--- config.mk ---
export PLATFORM = sky130hd
export DESIGN_NAME = sarseq_top
export DESIGN_NICKNAME = d
export VERILOG_FILES = /design/src/sarseq_pkg.sv /design/src/sarseq_top.sv /design/src/sarseq_sync.sv
export SDC_FILE = /design/constraint.sdc
export NUM_CORES = 1
export LEC_CHECK = 0
export BUFFER_PORTS_ARGS = -buffer_cell sky130_fd_sc_hd__buf_2
export CAP_MARGIN = 30
export CORE_MARGIN = 1
export CORE_UTILIZATION = 55
export CTS_BUF_LIST = sky130_fd_sc_hd__clkbuf_4 sky130_fd_sc_hd__clkbuf_8
export DETAILED_ROUTE_END_ITERATION = 12
export GPL_TIMING_DRIVEN = 1
export PLACE_DENSITY = 0.83
export SYNTH_ARGS = -nofsm -noshare
export SYNTH_HDL_FRONTEND = slang
export SYNTH_HIERARCHICAL = 1
export SYNTH_SLANG_ARGS = --single-unit
--- constraint.sdc ---
create_clock -name CLOCK_IN -period 3.21 [get_ports CLOCK_IN]
set_input_delay 0.4815 -clock CLOCK_IN [delete_from_list [all_inputs] [get_ports CLOCK_IN]]
set_output_delay 0.4815 -clock CLOCK_IN [all_outputs]
set_load 0.01 [all_outputs]
--- src/sarseq_pkg.sv ---
// Shared constants and carrier types of the conversion sequencer
// What this block does
// - Conversion starts only from select, read and upper byte select inputs.
// - On start, clear the bit-trial register and enable data drivers.
// - Start conditions are ignored while a conversion runs.
// - Bit-trial register drives a 12-bit trial word, MSB first to LSB.
// - MSB decision follows the second falling oscillator edge after start.
// - Each remaining bit is resolved on a following edge, one per edge.
// - At end, the full trial word is copied into a 12-bit result latch.
// - Unaligned read strobe gives 12 to 13 oscillator periods of conversion.
// - Sequence waits for first falling oscillator edge after start.
// - Oscillator output pin shows the inverted oscillator input.
// - Result is straight binary, one step equals full scale over 4096.
// - Start needs select, read and upper byte select all low together.
// - Upper byte select high blocks any conversion start.
// - Active-low busy stays low for the whole conversion.
// - Busy rises on the same clock edge that updates the result latch.
`default_nettype none
package sarseq_pkg;
  localparam int RES_BITS = 12;
  localparam logic [11:0] RESULT_RST = 12'h000;
  localparam logic [11:0] TRIAL_RST = 12'h000;
  localparam logic [3:0] MSB_INDEX = 4'hB;
  localparam int SYNC_STAGES = 2;
  // One arming fall plus one deciding fall per bit
  localparam logic [4:0] CONV_FALLS = 5'h0D;

  typedef struct packed {
    logic sel_n;
    logic rd_n;
    logic upper_byte_select;
  } sarseq_ctl_s;

  typedef enum logic [1:0] {
    SARSEQ_IDLE,
    SARSEQ_WAIT_FALL,
    SARSEQ_TRIAL,
    SARSEQ_LOAD
  } sarseq_state_e;
endpackage
`default_nettype wire

--- src/sarseq_top.sv ---
// Successive-approximation conversion sequencer top
`default_nettype none
module sarseq_top #(
  parameter int WIDTH = sarseq_pkg::RES_BITS
) (
  input wire logic CLOCK_IN, // System clock, 125 MHz
  input wire logic RST_N_IN, // Async reset, active low
  input wire logic OSC_IN, // Converter oscillator pin
  input wire logic SEL_N_IN, // Device select, active low
  input wire logic RD_N_IN, // Read strobe, active low
  input wire logic UPPER_BYTE_SELECT_IN, // High blocks start
  input wire logic COMP_IN, // Comparator decision, 1 keeps trial bit
  output logic OSC_OUT, // Inverted oscillator copy
  output logic BUSY_N_OUT, // Low while converting
  output logic [WIDTH-1:0] TRIAL_OUT, // Trial word to DAC
  output logic [WIDTH-1:0] DATA_OUT, // Result latch
  output logic [WIDTH-1:0] DATA_OE_OUT // Data driver enables
);
  sarseq_pkg::sarseq_ctl_s ctl_w;
  sarseq_pkg::sarseq_ctl_s ctl_sync_w;
  logic [1:0] osc_sync_w;
  logic osc_s;
  logic comp_s;
  logic osc_d_r;
  sarseq_pkg::sarseq_state_e state_r, state_nxt;
  logic [WIDTH-1:0] trial_r, trial_nxt;
  logic [WIDTH-1:0] result_r, result_nxt;
  logic [$clog2(WIDTH)-1:0] idx_r, idx_nxt;
  logic busy_n_r, busy_n_nxt;
  logic osc_out_r;
  logic oe_r;
  logic [WIDTH-1:0] oe_w;
  logic start_w;
  logic osc_fall_w;
  logic osc_edge_w;
  logic read_w;
  logic last_w;

  assign ctl_w = '{sel_n: SEL_N_IN, rd_n: RD_N_IN, upper_byte_select: UPPER_BYTE_SELECT_IN};

  sarseq_sync #(.WIDTH(3)) u_ctl_sync (
    .clk_in(CLOCK_IN),
    .rst_n_in(RST_N_IN),
    .d_in(ctl_w),
    .rst_val_in(3'h7),
    .q_out(ctl_sync_w)
  );

  sarseq_sync #(.WIDTH(2)) u_osc_sync (
    .clk_in(CLOCK_IN),
    .rst_n_in(RST_N_IN),
    .d_in({OSC_IN, COMP_IN}),
    .rst_val_in(2'h3),
    .q_out(osc_sync_w)
  );

  assign osc_s = osc_sync_w[1];
  assign comp_s = osc_sync_w[0];

  assign start_w = !ctl_sync_w.sel_n && !ctl_sync_w.rd_n && !ctl_sync_w.upper_byte_select;
  assign read_w = !ctl_sync_w.sel_n && !ctl_sync_w.rd_n;
  assign osc_fall_w = osc_d_r && !osc_s;
  // one bit per falling edge, 12 to 13 periods in all
  assign osc_edge_w = osc_fall_w;
  assign last_w = (idx_r == '0);

  always_comb begin
    state_nxt = state_r;
    trial_nxt = trial_r;
    result_nxt = result_r;
    idx_nxt = idx_r;
    busy_n_nxt = busy_n_r;
    case (state_r)
      sarseq_pkg::SARSEQ_IDLE: begin
        if (start_w) begin
          trial_nxt = sarseq_pkg::TRIAL_RST;
          idx_nxt = sarseq_pkg::MSB_INDEX;
          busy_n_nxt = 1'b0;
          state_nxt = sarseq_pkg::SARSEQ_WAIT_FALL;
        end
      end
      sarseq_pkg::SARSEQ_WAIT_FALL: begin
        if (osc_fall_w) begin
          trial_nxt[idx_r] = 1'b1;
          state_nxt = sarseq_pkg::SARSEQ_TRIAL;
        end
      end
      sarseq_pkg::SARSEQ_TRIAL: begin
        // decide MSB first, one bit per edge
        if (osc_edge_w) begin
          trial_nxt[idx_r] = comp_s;
          if (last_w) begin
            state_nxt = sarseq_pkg::SARSEQ_LOAD;
          end else begin
            idx_nxt = idx_r - 1'b1;
            trial_nxt[idx_r - 1'b1] = 1'b1;
          end
        end
      end
      sarseq_pkg::SARSEQ_LOAD: begin
        result_nxt = trial_r;
        state_nxt = sarseq_pkg::SARSEQ_IDLE;
      end
      default: state_nxt = sarseq_pkg::SARSEQ_IDLE;
    endcase
    // busy rises on the same edge as the latch load
    if (state_r == sarseq_pkg::SARSEQ_LOAD) begin
      busy_n_nxt = 1'b1;
    end
  end

  // drivers on while read strobe holds
  assign oe_w = {WIDTH{read_w}};

  always_ff @(posedge CLOCK_IN or negedge RST_N_IN) begin
    if (!RST_N_IN) begin
      state_r <= sarseq_pkg::SARSEQ_IDLE;
      trial_r <= sarseq_pkg::TRIAL_RST;
      result_r <= sarseq_pkg::RESULT_RST;
      idx_r <= '0;
      busy_n_r <= 1'b1;
      osc_d_r <= 1'b1;
      osc_out_r <= 1'b0;
      oe_r <= 1'b0;
    end else begin
      state_r <= state_nxt;
      trial_r <= trial_nxt;
      result_r <= result_nxt;
      idx_r <= idx_nxt;
      busy_n_r <= busy_n_nxt;
      osc_d_r <= osc_s;
      osc_out_r <= !osc_s;
      oe_r <= read_w;
    end
  end

  assign OSC_OUT = osc_out_r;
  assign BUSY_N_OUT = busy_n_r;
  assign TRIAL_OUT = trial_r;
  assign DATA_OUT = result_r;
  assign DATA_OE_OUT = {WIDTH{oe_r}};

  // Helper count of falls since start, checked at the latch load
  logic [4:0] fall_cnt_r;
  logic [4:0] fall_cnt_nxt;

  assign fall_cnt_nxt = (state_r == sarseq_pkg::SARSEQ_IDLE) ? 5'h00
    : (osc_fall_w ? fall_cnt_r + 5'h01 : fall_cnt_r);

  always_ff @(posedge CLOCK_IN or negedge RST_N_IN) begin
    if (!RST_N_IN) begin
      fall_cnt_r <= 5'h00;
    end else begin
      fall_cnt_r <= fall_cnt_nxt;
    end
  end
endmodule
`default_nettype wire

--- src/sarseq_sync.sv ---
// Two-stage synchroniser for asynchronous level inputs
`default_nettype none
module sarseq_sync #(
  parameter int WIDTH = 1
) (
  input wire logic clk_in, // Clock
  input wire logic rst_n_in, // Async reset, active low
  input wire logic [WIDTH-1:0] d_in, // Async levels
  input wire logic [WIDTH-1:0] rst_val_in, // Unused constant pattern source
  output logic [WIDTH-1:0] q_out // Synchronised levels
);
  logic [WIDTH-1:0] meta_r;
  logic [WIDTH-1:0] q_r;
  logic [WIDTH-1:0] unused_w;

  assign unused_w = rst_val_in;
  assign q_out = q_r;

  // Inactive pattern is all ones for active-low strobes
  always_ff @(posedge clk_in or negedge rst_n_in) begin
    if (!rst_n_in) begin
      meta_r <= '1;
      q_r <= '1;
    end else begin
      meta_r <= d_in;
      q_r <= meta_r;
    end
  end
endmodule
`default_nettype wire

==> summary.txt, run 1 <==
Setup path
  • R2R setup slack: 0.86 ns
  • Crit end category: register
  • CP max stage cell: ha_1
  • Delay-heaviest family, CP: simple AND/OR/NAND/NOR gates
  • Worst EP arrival: 2.58 ns
  • CP Cell Sequence: inv_1, ha_1, nor2_2, nor2_1, nor3_1, buf_4, a31oi_1, a211oi_1
  • Crit start category: register
  • Worst Reg-to-Reg Cells: 8
  • Critical path type: reg2reg
  • CP Max Fanout: 18
  • Stages on the worst setup path: 8
  • R2R Path Start: state_r[0]$_DFFE_PN0P_
  • CP max stage delay: 0.45 ns
  • Worst reg2reg path endpoint: TRIAL_OUT[11]$_DFFE_PN0P_
  • CP Buf/Inv Count: 2
  • Worst path required time: 3.44 ns

Clocking
  • CTS root buf: clkbuf_8
  • H-Tree Depth: 2
  • Post_cts resized: 0
  • CTS Buf Count: 5
  • # hold bufs at CTS: 0
  • # clock sinks: 44
  • Worst-path clk slew: about 0.090 ns
  • Worst-Skew Late Latency: between 0.3 and 0.4 ns
  • Setup Fix Bufs, Post-CTS: 0
  • CTS tree: done
  • Clock Path Buffers: 2

Timing
  • Setup TNS: 0 ns
  • Skew final: 0.00550 ns
  • RSZ-0062 raised after global routing: false
  • FMAX: 425 MHz
  • Post-layout min period: 2.35 ns
  • Setup violations, final: 0
  • Measured slew at the worst slew-check pin: 0.828 ns
  • Slew HR: 0.448
  • Slew Limit Fails: 0
  • Tcrit/Tclk final: 0.734
  • Final hold vios: 0

Yosys
  • Mapped Area: 2520 sq um
  • Post-synthesis net count: 271
  • Mapped Cells: 254
  • Mean post-synth cell area: 9.91 sq um
  • Synth warn: 6

Route
  • Pre-Repair DR Iteration Count: 4
  • Residual DRC: 0
  • Routed len/inst: 16.5 um
  • Antenna-violating nets left: 0
  • DR iter-0 viols: 216
  • Vias: 2016
  • Routed WL: 5500 um
  • Via/cell ratio: 6.05

Run status
  • Run status: finished, final reports clean

Cells and area
  • Ant diodes: 0
  • Non-Filler Instances: ~330
  • # fillers: ~360
  • Layout cells sized above 1: 0.327
  • Fin nets: 297
  • FF+latch area: about 1100 sq um
  • Final Cell Area: 2770 sq um
  • Synth-to-Final Area Change: 10.1%
  • Multi-input gate area: 1190 sq um

Pwr
  • Max VDD drop: 0.000469 V
  • P per Cell Area: 820 nW/um^2
  • Lkg Pwr: 0.00131 uW
  • Pwr Total: approximately 2300 uW

Floorplan
  • Io pins: 45
  • Core ar.: 4380 sq um
  • Rows: 24
  • Die width: 69.7 um
  • Die height: 69.7 um
  • Initial Utilization: 0.574
  • Full die area: 4850 sq um

Placement
  • RD Place Congestion: 0.964
  • DP Wirelength: about 3800 um
  • Placed inst area: 2640 sq um
  • Placed instance count: 324
  • IO Port Bufs: 44

Global routing
  • Largest net degree at the start of global routing: 45
  • Initial antenna violation count: 0
  • Vias in the first global route: 1919
  • Total GRT Usage: 0.250
  • GR Overflow Total: 0
  • First-pass GRT wire length: 9330 um

Flow run
  • Max-Cap Viols: 0

Hold path
  • Hold Path Class: in2async
[power breakdown]
group          leakage (uW)  switching [uW]  internal (uW)
clock             0.0000548             208            234
combinational      0.000710             660            405
sequential         0.000541             103            662
[placed cells by master, fill, tap and decap left out, types with 5 or more instances in the layout]
master / count
a31oi_1: 8
nor2_1: 33
inv_1: 9
dfstp_2: 12
ha_1: 10
mux2_2: 12
a21oi_1: 16
nand3_1: 6
nand2_1: 15
clkbuf_8: 5
dfrtp_1: 32
o21ai_0: 7
buf_2: 44
nor3_1: 5
[worst max-delay path by stage]
stage,end,start
3_5_place_dp,TRIAL_OUT[11]$_DFFE_PN0P_,state_r[0]$_DFFE_PN0P_
3_3_place_gp,TRIAL_OUT[11]$_DFFE_PN0P_,state_r[0]$_DFFE_PN0P_
4_1_cts,TRIAL_OUT[11]$_DFFE_PN0P_,state_r[0]$_DFFE_PN0P_
2_1_floorplan,TRIAL_OUT[0]$_DFFE_PN0P_,idx_r[0]$_DFFE_PN0P_
5_1_grt,TRIAL_OUT[11]$_DFFE_PN0P_,state_r[0]$_DFFE_PN0P_
6_report,TRIAL_OUT[11]$_DFFE_PN0P_,state_r[0]$_DFFE_PN0P_
[metal layers]
layer  part of all wire  track usage  up-vias  wire [um]
met5                  0            0        -          0
met4              0.024        0.109        0        132
met3              0.080       0.0799       12        440
met2               0.46        0.378       89       2520
met1               0.44        0.331      966       2410
li1                   -            -      949          -
[sequential cells by signal (all words and copies together), names as in the netlist]
| signal | cells |
|---|---|
| DATA_OUT | 12 |
| TRIAL_OUT | 12 |
| idx_r | 4 |
| u_ctl_sync/meta_r | 3 |
| u_ctl_sync/q_out | 3 |
| state_r | 2 |
| u_osc_sync/meta_r | 2 |
| u_osc_sync/q_out | 2 |
| BUSY_N_OUT | 1 |
| OSC_OUT | 1 |
| oe_r | 1 |
| osc_d_r | 1 |
[per-stage QoR]
stage	setup WS [ns]	hold WS [ns]	utilization
2_1_floorplan	1.35	0.186	-
3_3_place_gp	1.02	0.345	0.601
3_5_place_dp	0.920	0.347	0.601
4_1_cts	0.894	0.250	0.628
5_1_grt	0.635	0.0547	0.632
6_report	0.855	0.0527	0.632
[area by class of cell]
type | instances | share of cell area
sequential | 44 | 0.403
inverter | 9 | 0.0122
clock inverter | 3 | 0.0167
timing repair buffer | 46 | 0.0894
multi-input combinational | 174 | 0.431
clock buffer | 5 | 0.0248
tap | 52 | 0.0235
Power figures use the tool's default switching activity.
==> run 2: changes to the inputs <==
Settings changed: CORE_UTILIZATION 55 to 52, PLACE_DENSITY 0.83 to 0.82.
Clock period 3.21 ns to 2.1 ns, I/O delays scaled along.
==> run 2 against run 1 <==
- clock skew up 0.0035 ns
- via count up 2.1%
- clock power up 51%
- total power up 60%
- core utilization up 1.2 points
- global-route usage down 0.56 points
- worst setup slack worse by 0.73 ns
- non-clock buffer count up 16
- combinational power up 74%
- register-to-register slack worse by 0.73 ns
- critical path type unchanged
- critical endpoint is now TRIAL_OUT[9]$_DFFE_PN0P_
- largest power group unchanged
==> summary.txt, run 2 (synthesis results as in run 1) <==
Timing
  • Tcrit/Tclk final: 0.942
  • Slew HR: 0.660
  • Skew final: 0.00904 ns
  • RSZ-0062 raised after global routing: false
  • Measured slew at the worst slew-check pin: approximately 0.5 ns
  • Final hold vios: 0
  • Post-layout min period: 1.98 ns
  • Setup TNS: 0 ns
  • Slew Limit Fails: 0
  • Setup violations, final: 0
  • FMAX: 506 MHz

Clocking
  • Clock Path Buffers: 2
  • CTS Buf Count: 5
  • # clock sinks: 44
  • Setup Fix Bufs, Post-CTS: 0
  • CTS tree: done
  • Worst-Skew Late Latency: 0.30 ns
  • Worst-path clk slew: 0.09 ns
  • H-Tree Depth: 2
  • CTS root buf: clkbuf_8

Route
  • Via/cell ratio: roughly 5.9
  • Vias: 2059
  • Routed len/inst: 16.4 um
  • Antenna-violating nets left: 0
  • Routed WL: 5710 um
  • DR iter-0 viols: 124
  • Residual DRC: 0
  • Pre-Repair DR Iteration Count: 4

Placement
  • IO Port Bufs: 44
  • DP Wirelength: 4320 um
  • RD Place Congestion: a little under 1

Setup path
  • CP max stage delay: between 0.4 and 0.5 ns
  • Worst path required time: 2.30 ns
  • Worst EP arrival: 2.18 ns
  • CP max stage cell: dfrtp_1
  • Critical path type: reg2reg
  • CP Buf/Inv Count: 2
  • CP Cell Sequence: inv_1, ha_1, buf_4, or2_2, nor3_1, o21ai_1, a221oi_2
  • Stages on the worst setup path: 7
  • Delay-heaviest family, CP: simple AND/OR/NAND/NOR gates
  • CP Max Fanout: 7
  • Crit end category: register
  • Crit start category: register
  • Worst Reg-to-Reg Cells: 7

Floorplan
  • Core ar.: 4500 sq um
  • Die height: approximately 72 um
  • Full die area: 5120 sq um
  • Rows: 24
  • Initial Utilization: 0.559
  • Io pins: 45
  • Die width: ~72 um

Global routing
  • Vias in the first global route: 2050
  • Initial antenna violation count: 0
  • GR Overflow Total: 0
  • Total GRT Usage: 0.244
  • Largest net degree at the start of global routing: 25
  • First-pass GRT wire length: 9580 um

Pwr
  • NetSw: 1520 uW
  • Comb pwr share: 0.507
  • Clock power share: 0.184
  • P per Cell Area: 1250 nW/um^2
  • Lkg Pwr: 0.00138 uW
  • Max VDD drop: 0.000958 V
  • P_int: 2110 uW
  • Switching share of power: 0.418
  • Sequential Power Share: 0.309

Cells and area
  • Fin nets: 313
  • Most common cell after layout, fill and taps aside: buf_2
  • # fillers: ~380
  • Ant diodes: 0
  • Synth-to-Final Area Change: 15.3%
  • Multi-input gate area: 1200 sq um
  • Most frequent cells in the layout: buf_2, nor2_1, dfrtp_1
  • Final core occ: 0.644
  • Layout cells sized above 1: 0.364
  • FF+latch area: 1120 sq um

Run status
  • Run status: finished, final reports clean

Hold path
  • Hold-critical path depth: 1
  • Hold Path Class: in2reg

Flow run
  • Max-Cap Viols: 0
run 2: path summary, 6_finish.rpt:
path	startpoint	end	slack (ns)
worst min-delay path	OSC_IN	u_osc_sync/meta_r[1]$_DFF_PN1_	0.10
worst min register to register	u_ctl_sync/meta_r[0]$_DFF_PN1_	u_ctl_sync/q_out[0]$_DFF_PN1_	0.36
max in group asynchronous	RST_N_IN	u_ctl_sync/q_out[0]$_DFF_PN1_	1.03
min in group asynchronous	RST_N_IN	idx_r[2]$_DFFE_PN0P_	0.51
worst max register to register	idx_r[1]$_DFFE_PN0P_	TRIAL_OUT[9]$_DFFE_PN0P_	0.12
worst max-delay path	idx_r[1]$_DFFE_PN0P_	TRIAL_OUT[9]$_DFFE_PN0P_	0.12
run 2: power by group through the flow:
stage	registers [uW]	clock network [uW]	logic (uW)
finish	1120	667	1840
global route	1140	705	2020
CTS	1120	684	1830
detailed placement	1140	0	1810
global placement	1130	0	1800
floorplan	1180	0	1190
run 2: worst register-to-register path, cell delays in order (launching register included):
cell and delay [ns]:
dfrtp_1 0.44, inv_1 0.11, ha_1 0.25, buf_4 0.18
or2_2 0.34, nor3_1 0.19, o21ai_1 0.11, a221oi_2 0.27
run 2: layout make-up:
cell class / count / area share
clock buffer: 5 / 0.0237
inverter: 9 / 0.0116
multi-input combinational: 174 / 0.414
sequential: 44 / 0.385
tap: 52 / 0.0224
timing repair buffer: 62 / 0.128
clock inverter: 3 / 0.0160
run 2: per-stage QoR:
step / hold WS, ns / power, uW / cell area [sq um] / setup slack, ns / instances
global placement: 0.302 / 2930 / 2770 / 0.205 / 340
global route: 0.0870 / 3870 / 2900 / 0.00935 / 349
floorplan: 0.0194 / 2370 / 2520 / 0.237 / 254
CTS: 0.0960 / 3630 / 2890 / 0.153 / 349
detailed placement: 0.300 / 2950 / 2770 / 0.188 / 340
finish: 0.102 / 3630 / 2900 / 0.122 / 349
run 2: per-layer routing:
layer  vias to the layer above  share of wire  global-route usage
met5                         -              0                   0
met1                      1006           0.43               0.300
met4                         0          0.013              0.0828
met3                        10          0.057              0.0549
li1                        969              -                   -
met2                        74           0.50               0.428
run 2: what timing repair did:
action / CTS / global route
gates resized for setup: 0 / 1
setup endpoints to repair: 0 / 1
hold endpoints to repair: 16 / 0
hold buffers: 1 / 0
